<file path="config.mk">
export PLATFORM = sky130hd
export DESIGN_NAME = integrated_port_link_device_ctrl
export DESIGN_NICKNAME = d
export VERILOG_FILES = /design/src/include/port_link_pkg.sv /design/src/rtl/integrated_port_link_device_ctrl.sv
export SDC_FILE = /design/constraint.sdc
export NUM_CORES = 1
export LEC_CHECK = 0
export BUFFER_PORTS_ARGS = -buffer_cell sky130_fd_sc_hd__buf_2
export CAP_MARGIN = 0
export CORE_ASPECT_RATIO = 1.2
export CORE_MARGIN = 4
export CORE_UTILIZATION = 48
export CTS_CLUSTER_SIZE = 24
export DETAILED_ROUTE_END_ITERATION = 6
export PLACE_DENSITY = 0.7
export SLEW_MARGIN = 40
export SYNTH_ARGS = -nofsm -noshare
export SYNTH_HDL_FRONTEND = slang
export SYNTH_SLANG_ARGS = --single-unit
</file>
<file path="constraint.sdc">
create_clock -name aclk -period 4.85 [get_ports aclk]
set_input_delay 0.97 -clock aclk [delete_from_list [all_inputs] [get_ports aclk]]
set_output_delay 0.97 -clock aclk [all_outputs]
set_load 0.005 [all_outputs]
</file>
<file path="src/include/port_link_pkg.sv">
package port_link_pkg;

  localparam int ADDR_W = 8;

  // Register byte addresses
  localparam logic [7:0] DEV_CTL2_OFFSET = 8'h00;
  localparam logic [7:0] LINK_CAP_OFFSET = 8'h04;
  localparam logic [7:0] LINK_CTL_OFFSET = 8'h08;
  localparam logic [7:0] TARGET_SPEED_OFFSET = 8'h0c;
  localparam logic [7:0] EVENT_STATUS_OFFSET = 8'h10;
  localparam logic [7:0] LTR_VALUE_OFFSET = 8'h14;
  localparam logic [7:0] EP_DEV_CTL2_OFFSET = 8'h18;

  // Device control 2 field positions
  localparam int CTO_DISABLE_BIT = 4;
  localparam int ATOMIC_REQ_EN_BIT = 6;
  localparam int ATOMIC_BLOCK_BIT = 7;
  localparam int IDO_REQ_EN_BIT = 8;
  localparam int IDO_CPL_EN_BIT = 9;
  localparam int LTR_EN_BIT = 10;
  localparam int POWER_REDUCE_BIT = 11;
  localparam int TAG10_EN_BIT = 12;
  localparam int OBFF_EN_LSB = 13;
  localparam int PREFIX_BLOCK_BIT = 15;

  // Link control and status field positions
  localparam int LINK_DISABLE_BIT = 4;
  localparam int RETRAIN_BIT = 5;
  localparam int BW_STATUS_WORD_BIT = 30;

  // Event status bits
  localparam int EV_ATOMIC_DISCARD = 0;
  localparam int EV_PREFIX_BLOCKED = 1;
  localparam int EV_LTR_PENDING = 2;

  // Reset values
  localparam logic [15:0] DEV_CTL2_RESET = 16'h0000;
  localparam logic [15:0] LINK_CTL_RESET = 16'h0000;
  localparam logic [15:0] EP_DEV_CTL2_RESET = 16'h0000;
  localparam logic [3:0] DEFAULT_SPEED = 4'h1;
  localparam logic [5:0] DEFAULT_WIDTH = 6'h01;
  localparam logic [7:0] DEFAULT_PORT_NUMBER = 8'h00;
  localparam logic [2:0] L1_EXIT_LATENCY = 3'h0;

  // Link training time
  localparam int CLK_PERIOD_PS = 4000;
  localparam int TRAIN_TIME_NS = 1000;
  localparam int TRAIN_CYCLES =
    (TRAIN_TIME_NS * 1000 + CLK_PERIOD_PS - 1) / CLK_PERIOD_PS;

  localparam logic [1:0] RESP_OKAY = 2'b00;
  localparam logic [1:0] RESP_SLVERR = 2'b10;

  typedef enum logic [2:0] {
    LINK_DOWN = 3'b001,
    LINK_TRAIN = 3'b010,
    LINK_UP = 3'b100
  } link_state_type;

endpackage

</file>
<file path="src/rtl/integrated_port_link_device_ctrl.sv">
`timescale 1ns/1ps
module integrated_port_link_device_ctrl
#(
  parameter bit ATOMIC_COMPLETER = 1'b1,
  parameter bit FORWARDS = 1'b0,
  parameter bit IDO_CAPABLE = 1'b1,
  parameter bit LTR_SUPPORTED = 1'b1,
  parameter bit OBFF_SUPPORTED = 1'b1,
  parameter logic [7:0] PORT_NUMBER = port_link_pkg::DEFAULT_PORT_NUMBER,
  parameter logic [3:0] MAX_SPEED = port_link_pkg::DEFAULT_SPEED,
  parameter logic [5:0] MAX_WIDTH = port_link_pkg::DEFAULT_WIDTH,
  parameter int TRAIN_COUNT = port_link_pkg::TRAIN_CYCLES
)
(
  input wire logic aclk,
  input wire logic aresetn,
  input wire logic [port_link_pkg::ADDR_W-1:0] awaddr,
  input wire logic awvalid,
  output logic awready,
  input wire logic [31:0] wdata,
  input wire logic [3:0] wstrb,
  input wire logic wvalid,
  output logic wready,
  output logic [1:0] bresp,
  output logic bvalid,
  input wire logic bready,
  input wire logic [port_link_pkg::ADDR_W-1:0] araddr,
  input wire logic arvalid,
  output logic arready,
  output logic [31:0] rdata,
  output logic [1:0] rresp,
  output logic rvalid,
  input wire logic rready,
  input wire logic [3:0] ep_target_speed,
  input wire logic atomic_req_valid,
  output logic atomic_accept,
  output logic atomic_error_resp,
  output logic atomic_discard,
  input wire logic tlp_valid,
  input wire logic tlp_has_prefix,
  output logic tlp_forward,
  output logic tlp_prefix_blocked,
  input wire logic ltr_msg_valid,
  input wire logic [31:0] ltr_msg_value,
  input wire logic [1:0] obff_system_state,
  output logic [1:0] obff_to_ep,
  output logic ido_req_attr,
  output logic ido_cpl_attr,
  output logic ep_hot_reset
);
  import port_link_pkg::*;

  typedef struct packed {
    logic awready, wready, arready, bvalid, rvalid;
    logic [1:0] bresp, rresp;
    logic [31:0] rdata, wdata, ltr_value;
    logic aw_held, w_held;
    logic [ADDR_W-1:0] awaddr;
    logic [3:0] wstrb, rp_target, cur_speed;
    logic [15:0] dev_ctl2, ep_ctl2, link_ctl, train_count;
    link_state_type link_state;
    logic retrain_pend, training, dll_active, bw_status;
    logic [2:0] events;
    logic atomic_accept, atomic_error_resp, atomic_discard;
    logic tlp_forward, tlp_prefix_blocked;
    logic [1:0] obff_to_ep;
    logic ido_req_attr, ido_cpl_attr, ep_hot_reset;
  } state_type;

  // Writable bits; everything else is hardwired
  localparam logic [15:0] DEV_CTL2_MASK = {
    1'b1, 2'b11, 1'b1, 1'b0, 4'hf, ATOMIC_COMPLETER, 1'b1,
    FORWARDS, {4{FORWARDS}}};
  localparam logic [15:0] EP_CTL2_MASK = {
    3'b000, 1'b1, 2'b00, IDO_CAPABLE, IDO_CAPABLE, 8'h00};
  localparam logic [15:0] LINK_CTL_MASK = 16'hcfdb;
  localparam logic [15:0] TRAIN_LOAD = 16'(TRAIN_COUNT - 1);

  // Capability word is constant; zeros are hardwired fields
  localparam logic [31:0] LINK_CAP_VALUE = {
    PORT_NUMBER, 1'b0, 1'b0, 1'b0, 1'b1, 1'b0, 1'b0,
    L1_EXIT_LATENCY, 3'h0, 2'b00, MAX_WIDTH, MAX_SPEED};

  state_type s;
  state_type next_s;
  logic [31:0] wr;
  logic [2:0] ev_set;
  logic [2:0] ev_clear;
  logic bw_set;
  logic bw_clear;
  logic retrain_req;

  function automatic logic [31:0] merge(input logic [31:0] old,
                                        input logic [31:0] data,
                                        input logic [3:0] strb);
    logic [31:0] res;
    for (int i = 0; i < 4; i++)
    begin
      res[i*8 +: 8] = strb[i] ? data[i*8 +: 8] : old[i*8 +: 8];
    end
    return res;
  endfunction

  function automatic logic [15:0] upd(input logic [15:0] old,
                                      input logic [31:0] data,
                                      input logic [3:0] strb,
                                      input logic [15:0] mask);
    logic [31:0] m;
    m = merge({16'h0, old}, data, strb);
    return (old & ~mask) | (m[15:0] & mask);
  endfunction

  always_comb
  begin
    next_s = s;
    wr = '0;
    ev_set = '0;
    ev_clear = '0;
    bw_set = 1'b0;
    bw_clear = 1'b0;
    retrain_req = 1'b0;
    next_s.atomic_accept = 1'b0;
    next_s.atomic_error_resp = 1'b0;
    next_s.atomic_discard = 1'b0;
    next_s.tlp_forward = 1'b0;
    next_s.tlp_prefix_blocked = 1'b0;

    // Address and data are taken in either order
    if (awvalid && s.awready)
    begin
      next_s.aw_held = 1'b1;
      next_s.awready = 1'b0;
      next_s.awaddr = awaddr;
    end
    if (wvalid && s.wready)
    begin
      next_s.w_held = 1'b1;
      next_s.wready = 1'b0;
      next_s.wdata = wdata;
      next_s.wstrb = wstrb;
    end

    if (s.aw_held && s.w_held && !s.bvalid)
    begin
      next_s.bvalid = 1'b1;
      next_s.bresp = RESP_OKAY;
      wr = merge(32'h0, s.wdata, s.wstrb);
      case (s.awaddr)
        DEV_CTL2_OFFSET:
        begin
          next_s.dev_ctl2 = upd(s.dev_ctl2, s.wdata, s.wstrb, DEV_CTL2_MASK);
        end
        LINK_CTL_OFFSET:
        begin
          // Stored; only the link disable bit is read, by link training and ep_hot_reset
          next_s.link_ctl = upd(s.link_ctl, s.wdata, s.wstrb, LINK_CTL_MASK);
          retrain_req = wr[RETRAIN_BIT];
          bw_clear = wr[BW_STATUS_WORD_BIT];
        end
        TARGET_SPEED_OFFSET:
        begin
          next_s.rp_target = s.wstrb[0] ? s.wdata[3:0] : s.rp_target;
        end
        EVENT_STATUS_OFFSET:
        begin
          ev_clear = wr[2:0];
        end
        EP_DEV_CTL2_OFFSET:
        begin
          next_s.ep_ctl2 = upd(s.ep_ctl2, s.wdata, s.wstrb, EP_CTL2_MASK);
        end
        LINK_CAP_OFFSET, LTR_VALUE_OFFSET:
        begin
          next_s.bresp = RESP_OKAY;
        end
        default:
        begin
          next_s.bresp = RESP_SLVERR;
        end
      endcase
    end
    if (s.bvalid && bready)
    begin
      next_s.bvalid = 1'b0;
      next_s.aw_held = 1'b0;
      next_s.w_held = 1'b0;
      next_s.awready = 1'b1;
      next_s.wready = 1'b1;
    end

    if (arvalid && s.arready)
    begin
      next_s.arready = 1'b0;
      next_s.rvalid = 1'b1;
      next_s.rresp = RESP_OKAY;
      next_s.rdata = '0;
      case (araddr)
        DEV_CTL2_OFFSET: next_s.rdata = {16'h0, s.dev_ctl2};
        LINK_CAP_OFFSET: next_s.rdata = LINK_CAP_VALUE;
        LINK_CTL_OFFSET:
        begin
          // Retrain is never stored, so it reads zero
          next_s.rdata = {1'b0, s.bw_status, s.dll_active, 1'b0,
                          s.training, 1'b0, MAX_WIDTH, s.cur_speed,
                          s.link_ctl};
        end
        TARGET_SPEED_OFFSET:
        begin
          next_s.rdata = {20'h0, ep_target_speed, 4'h0, s.rp_target};
        end
        EVENT_STATUS_OFFSET: next_s.rdata = {29'h0, s.events};
        LTR_VALUE_OFFSET: next_s.rdata = s.ltr_value;
        EP_DEV_CTL2_OFFSET: next_s.rdata = {16'h0, s.ep_ctl2};
        default: next_s.rresp = RESP_SLVERR;
      endcase
    end
    if (s.rvalid && rready)
    begin
      next_s.rvalid = 1'b0;
      next_s.arready = 1'b1;
    end

    // Atomic requests from the host side
    if (atomic_req_valid)
    begin
      if (s.dev_ctl2[ATOMIC_BLOCK_BIT])
      begin
        next_s.atomic_discard = 1'b1;
        ev_set[EV_ATOMIC_DISCARD] = 1'b1;
      end
      else if (s.dev_ctl2[ATOMIC_REQ_EN_BIT])
      begin
        next_s.atomic_accept = 1'b1;
      end
      else
      begin
        next_s.atomic_error_resp = 1'b1;
      end
    end

    // Prefixed traffic is refused and logged while blocking is set
    if (tlp_valid)
    begin
      if (tlp_has_prefix && s.dev_ctl2[PREFIX_BLOCK_BIT])
      begin
        next_s.tlp_prefix_blocked = 1'b1;
        ev_set[EV_PREFIX_BLOCKED] = 1'b1;
      end
      else
      begin
        next_s.tlp_forward = 1'b1;
      end
    end

    // One-deep queue: a newer message overwrites an unread one
    if (ltr_msg_valid && LTR_SUPPORTED && s.dev_ctl2[LTR_EN_BIT])
    begin
      next_s.ltr_value = ltr_msg_value;
      ev_set[EV_LTR_PENDING] = 1'b1;
    end

    next_s.obff_to_ep = (OBFF_SUPPORTED &&
      s.dev_ctl2[OBFF_EN_LSB +: 2] != 2'b00) ?
      obff_system_state : 2'b00;
    next_s.ido_req_attr = s.ep_ctl2[IDO_REQ_EN_BIT];
    next_s.ido_cpl_attr = s.ep_ctl2[IDO_CPL_EN_BIT];
    next_s.ep_hot_reset = s.link_ctl[LINK_DISABLE_BIT];

    // Link training sequence
    unique case (s.link_state)
      LINK_DOWN:
      begin
        if (!s.link_ctl[LINK_DISABLE_BIT])
        begin
          next_s.link_state = LINK_TRAIN;
          next_s.train_count = TRAIN_LOAD;
          next_s.training = 1'b1;
        end
      end
      LINK_TRAIN:
      begin
        if (s.link_ctl[LINK_DISABLE_BIT])
        begin
          next_s.link_state = LINK_DOWN;
          next_s.training = 1'b0;
          next_s.retrain_pend = 1'b0;
        end
        else if (s.train_count == 16'h0)
        begin
          // Training drops one cycle ahead of link active
          next_s.link_state = LINK_UP;
          next_s.training = 1'b0;
          next_s.retrain_pend = 1'b0;
          bw_set = s.retrain_pend;
        end
        else
        begin
          next_s.train_count = s.train_count - 16'h1;
        end
      end
      LINK_UP:
      begin
        if (s.link_ctl[LINK_DISABLE_BIT])
        begin
          next_s.link_state = LINK_DOWN;
        end
      end
      default:
      begin
        next_s.link_state = LINK_TRAIN;
        next_s.train_count = TRAIN_LOAD;
      end
    endcase

    if (retrain_req && !s.link_ctl[LINK_DISABLE_BIT])
    begin
      next_s.link_state = LINK_TRAIN;
      next_s.train_count = TRAIN_LOAD;
      next_s.training = 1'b1;
      next_s.retrain_pend = 1'b1;
      if (s.rp_target != DEFAULT_SPEED || ep_target_speed != DEFAULT_SPEED)
      begin
        next_s.cur_speed = (s.rp_target < ep_target_speed) ?
          s.rp_target : ep_target_speed;
      end
    end

    next_s.dll_active = (s.link_state == LINK_UP);
    // A new event in the clearing cycle survives
    next_s.bw_status = (s.bw_status & ~bw_clear) | bw_set;
    next_s.events = (s.events & ~ev_clear) | ev_set;
  end

  always_ff @(posedge aclk)
  begin
    if (!aresetn)
    begin
      s <= '0;
      s.awready <= 1'b1;
      s.wready <= 1'b1;
      s.arready <= 1'b1;
      s.dev_ctl2 <= DEV_CTL2_RESET;
      s.ep_ctl2 <= EP_DEV_CTL2_RESET;
      s.link_ctl <= LINK_CTL_RESET;
      s.rp_target <= DEFAULT_SPEED;
      s.cur_speed <= DEFAULT_SPEED;
      s.link_state <= LINK_TRAIN;
      s.train_count <= TRAIN_LOAD;
    end
    else
    begin
      s <= next_s;
    end
  end

  assign {awready, wready, bvalid, bresp} =
    {s.awready, s.wready, s.bvalid, s.bresp};
  assign {arready, rvalid, rdata, rresp} =
    {s.arready, s.rvalid, s.rdata, s.rresp};
  assign {atomic_accept, atomic_error_resp, atomic_discard} =
    {s.atomic_accept, s.atomic_error_resp, s.atomic_discard};
  assign {tlp_forward, tlp_prefix_blocked, obff_to_ep} =
    {s.tlp_forward, s.tlp_prefix_blocked, s.obff_to_ep};
  assign {ido_req_attr, ido_cpl_attr, ep_hot_reset} =
    {s.ido_req_attr, s.ido_cpl_attr, s.ep_hot_reset};

endmodule // integrated_port_link_device_ctrl

</file>
### Word-level counts from Yosys, hierarchy flattened

Cells that the tools add are included.

| operators by class | value |
|---|---|
| reduce and logical (&&, ||, !) cells | 38 |
| mux-type cells | 40 |
| equality and inequality tests | 24 |
| bitwise logic cells | 12 |
| order comparisons | 1 |
| $add $sub $neg | 1 |

Operators with widths:

| cell | number |
|---|---|
| $pmux W32 S7 | 1 |
| $eq A8 B5 Y1 const B | 6 |
| $pmux W16 S3 | 1 |
| $eq A8 B4 Y1 const B | 4 |
| $mux W16 | 2 |
| $mux W8 | 4 |
| $mux W19 | 1 |
| $mux W1 | 17 |
| $eq A8 B3 Y1 const B | 2 |
| $logic_not A16 Y1 | 1 |
| $logic_not A8 Y1 | 2 |
| $or A12 B16 Y16 | 1 |
| $or A14 B16 Y16 | 1 |
| $or A16 B13 Y16 | 1 |
| $reduce_and A2 Y1 | 8 |
| $sub A16 B1 Y16 const B | 1 |
| $mux W5 | 3 |
| $reduce_or A7 Y1 | 2 |
| $logic_and A1 B1 Y1 | 10 |
| $mux W3 | 3 |
| $pmux W3 S3 | 1 |
| $reduce_and A3 Y1 | 3 |
| $ne A2 B2 Y1 const B | 4 |
| $ne A4 B1 Y1 const B | 2 |
| 24 further kinds | 35 |

| storage, ports and cells | value |
|---|---|
| output and inout bits | 51 |
| input port bits | 101 |
| register bits after elaboration | 210 |
| logic and storage cells | 151 |

### Logic depth before layout (Yosys ltp)

| depth | value |
|---|---|
| depth after elaboration | 6 |
| depth in mapped cells | 9 |
| mapped depth without buffers | 7 |

### Least setup slack after synthesis

Ideal clock, no wire load.

| timing path | value |
|---|---|
| path kind | input to register |
| start point | in araddr[1] (netlist name) |
| end point | reg s (netlist bit rdata[13]) |
| arrival | 2.438 ns |
| setup slack | 2.342 ns |
| stages | 8 |
| cells stage by stage | nor2_1 -> and4_1 -> clkbuf_1 -> and3b_1 -> clkbuf_1 -> buf_2 -> a22oi_1 -> a21oi_1 |

| on the way | value |
|---|---|
| word-level cells in the longest chain between the ends | 2 |
| elaborated cells between the ends (all ways) | 8 |

Ends and longest elaborated chain:

| what | line | text |
|---|---|---|
| from (decl) | integrated_port_link_device_ctrl.sv:27 | `input wire logic [port_link_pkg::ADDR_W-1:0] araddr,` |
| $eq A8 B5 Y1 (tied with other cells) | integrated_port_link_device_ctrl.sv:197 | `case (araddr)` |
| $pmux W32 S7 * | integrated_port_link_device_ctrl.sv:197 |  |
| to (signal assigned) | integrated_port_link_device_ctrl.sv:352 | `s <= next_s;` |
| to (decl) | integrated_port_link_device_ctrl.sv:84 | `state_type s;` |

Mark *: on every way between the ends. The rest lies on a longest branch, timed or not.
A chain may end at the register's enable or synchronous reset.

### Worst setup path after layout

| timing path | value |
|---|---|
| start point | in araddr[1] (netlist name) |
| end point | reg s (netlist bit rdata[16]) |

Same word-level chain as after synthesis.

==> metrics.txt <==
FP Rows=48; Post-DP Area=7640 um^2; Worst-path clk slew=0.06 ns; Max Buffers Root-to-Sink=2; Synthesis Warnings=0; Post-CTS Hold Buffers=0; worst hold-check path type=reg -> reg; Syn Std Cell Area=7170 um^2; Max Slew Vio Count=0; leakage=3.29 nW; DP Cell Count=1099; achievable frequency=401 MHz; vias in the first global route=5663; Period Utilization, post-route=0.514; grt ovf=0; Mapped Cells=847; routed wire length=18.0 mm; clock root buffer master=clkbuf_16; DR vias=6105; total power draw=2.92 mW; Min-Delay Path Depth=2; GPL Wtd Cong=0.825; first-iteration detailed-routing DRC count=414; setup TNS=0 ns; worst relative slew slack=0.492; die width=120 um; FILL cells=1455; Final Setup Violations=0; DR DRC count=0; CP max FO=18; ANT nets after route=0; total track usage=0.213; largest net degree at the start of global routing=44; CTS tree=yes; fin area=8230 um^2; Post-layout nets=1023; synth-to-layout area growth=14.7%; die area=17000 um^2; post-synth cell types=67; outcome=finished clean; WP data arrival=2.83 ns; total core area=14500 um^2; flops & latches, synth=170; IO Count=152; most frequent cell after synthesis=nand2_1; min Tclk post-route=2.50 ns; post-synth top area share=0.474; Post-CTS Setup Bufs=0; Final Util=0.566; endpoint type of the worst setup path=flop; detailed-route wire length per cell=15.9 um; area leader, netlist=dfxtp_1; asr flop ratio synth=0; diode count=0; R2R setup slack=2.40 ns; sequential-to-total area share from yosys stat=0.474; Sink Count=170; endpoints failing hold=0; Min-Delay Endpoint=rdata[11]; first-pass GRT wire length=29.0 mm; Die Ht=142 um; initial antenna violation count=0; most frequent cells after synthesis=nand2_1 (172), dfxtp_1 (170), a21oi_1 (95); layout cells sized above 1=0.203; hpwl dp=13.0 mm; Starting Density=0.494; Setup Skew=0.00772 ns; Worst Path Required=5.18 ns; Pwr Density=355 nW/um^2; CTS Buf Count=17; R2R depth=5; Crit Reg-Reg Startpoint=s[92]; final cell count without fillers=1131; synth top area cells=dfxtp_1 (47%), nand2_1 (9.0%), a21oi_1 (6.6%); Port Buffers=133; Tightest Pin Transition=0.763 ns; Synth Flop Type=dfxtp_1; clock network latency to the later pin of the worst-skew pair=0.43 ns; Worst Setup Start Kind=input port; maxcap violations=0; Vias per Instance=5.40; H-tree depth=4; critical path class=in -> reg; maximum VDD drop=0.281 mV; worst reg2reg path endpoint=s[87]; HP Start=rdata[11]; drt first pass iters=5; Resize count post-CTS=0; RSZ-0062 raised after global routing=false; EDFF count, synth=0; Syn Area/Cell=8.47 um^2
[report_power, final]
part | internal (mW) | switching (mW)
sequential | 1.42 | 0.0248
combinational | 0.0614 | 0.0930
clock | 0.776 | 0.548
total | 2.26 | 0.666
[logic make-up (layout without fill, tap and decap cells)]
| logic type | after synthesis | after routing | share of synthesized area |
|---|---|---|---|
| AOI/OAI and AO/OA | 197 | 197 | 0.169 |
| xor gates and xnor gates | 10 | 10 | 0.0122 |
| adders and majority gates | 4 | 4 | 0.00698 |
| buffers and inverters | 101 | 184 | 0.0759 |
| DFF | 170 | 170 | 0.474 |
| muxes | 30 | 30 | 0.0431 |
| other | 1 | 2 | 0.000523 |
| and+or+nand+nor | 334 | 334 | 0.218 |
[cell usage in the layout (no fill, tap or decap), types with 10 or more instances in the layout]
| cell | netlist | layout |
|---|---|---|
| a21oi_1 | 95 | 94 |
| clkbuf_16 | 0 | 17 |
| and2_1 | 10 | 10 |
| inv_1 | 14 | 14 |
| a22oi_1 | 28 | 28 |
| o21ai_0 | 23 | 23 |
| nand2_1 | 172 | 171 |
| nor2_1 | 55 | 55 |
| buf_2 | 3 | 133 |
| nand3_1 | 27 | 27 |
| nor3_1 | 10 | 10 |
| mux2i_1 | 23 | 23 |
| dfxtp_1 | 170 | 170 |
[layer usage]
layer / routed length, um / track usage
met5: 0 / 0
met4: 318 / 0.0651
met3: 818 / 0.0423
met2: 8900 / 0.362
met1: 7960 / 0.277
[stage by stage]
step                setup slack, ns  hold WS, ns
floorplan                      2.34        0.422
global placement               1.99        0.429
detailed placement             1.96        0.437
CTS                            2.38        0.452
global route                   2.15        0.471
finish                         2.35        0.446
[sequential cells by signal (all words and copies together), names as in the netlist, 2 cells and up]
name and cells:
s 118, rdata 32, next_s 3, obff_to_ep 2
[worst max-delay path by stage]
stage               from   endpoint  cells after the start
5_1_grt        araddr[1]  rdata[16]                      6
2_1_floorplan  araddr[1]  rdata[13]                      8
6_report       araddr[1]  rdata[16]                      6
3_3_place_gp   araddr[1]  rdata[16]                      6
3_5_place_dp   araddr[1]  rdata[16]                      6
4_1_cts        araddr[1]  rdata[16]                      6
[worst max-delay path, cell delays in order]
cell,delay [ns]
buf_2,0.11
nor2_1,0.28
and4_1,0.44
and3b_1,0.69
a22oi_1,0.15
a21oi_1,0.18
[area by class of cell]
class	count	area, um^2	share of cell area
flip-flops and latches	170	3400	0.413
multi-input cells	577	3240	0.393
repair buffers	137	696	0.0845
clock buffers	23	498	0.0605
well taps	200	250	0.0304
clock inverters	9	88.8	0.0108
inverters	15	57.6	0.00699
(Power assumes the default switching activity.)
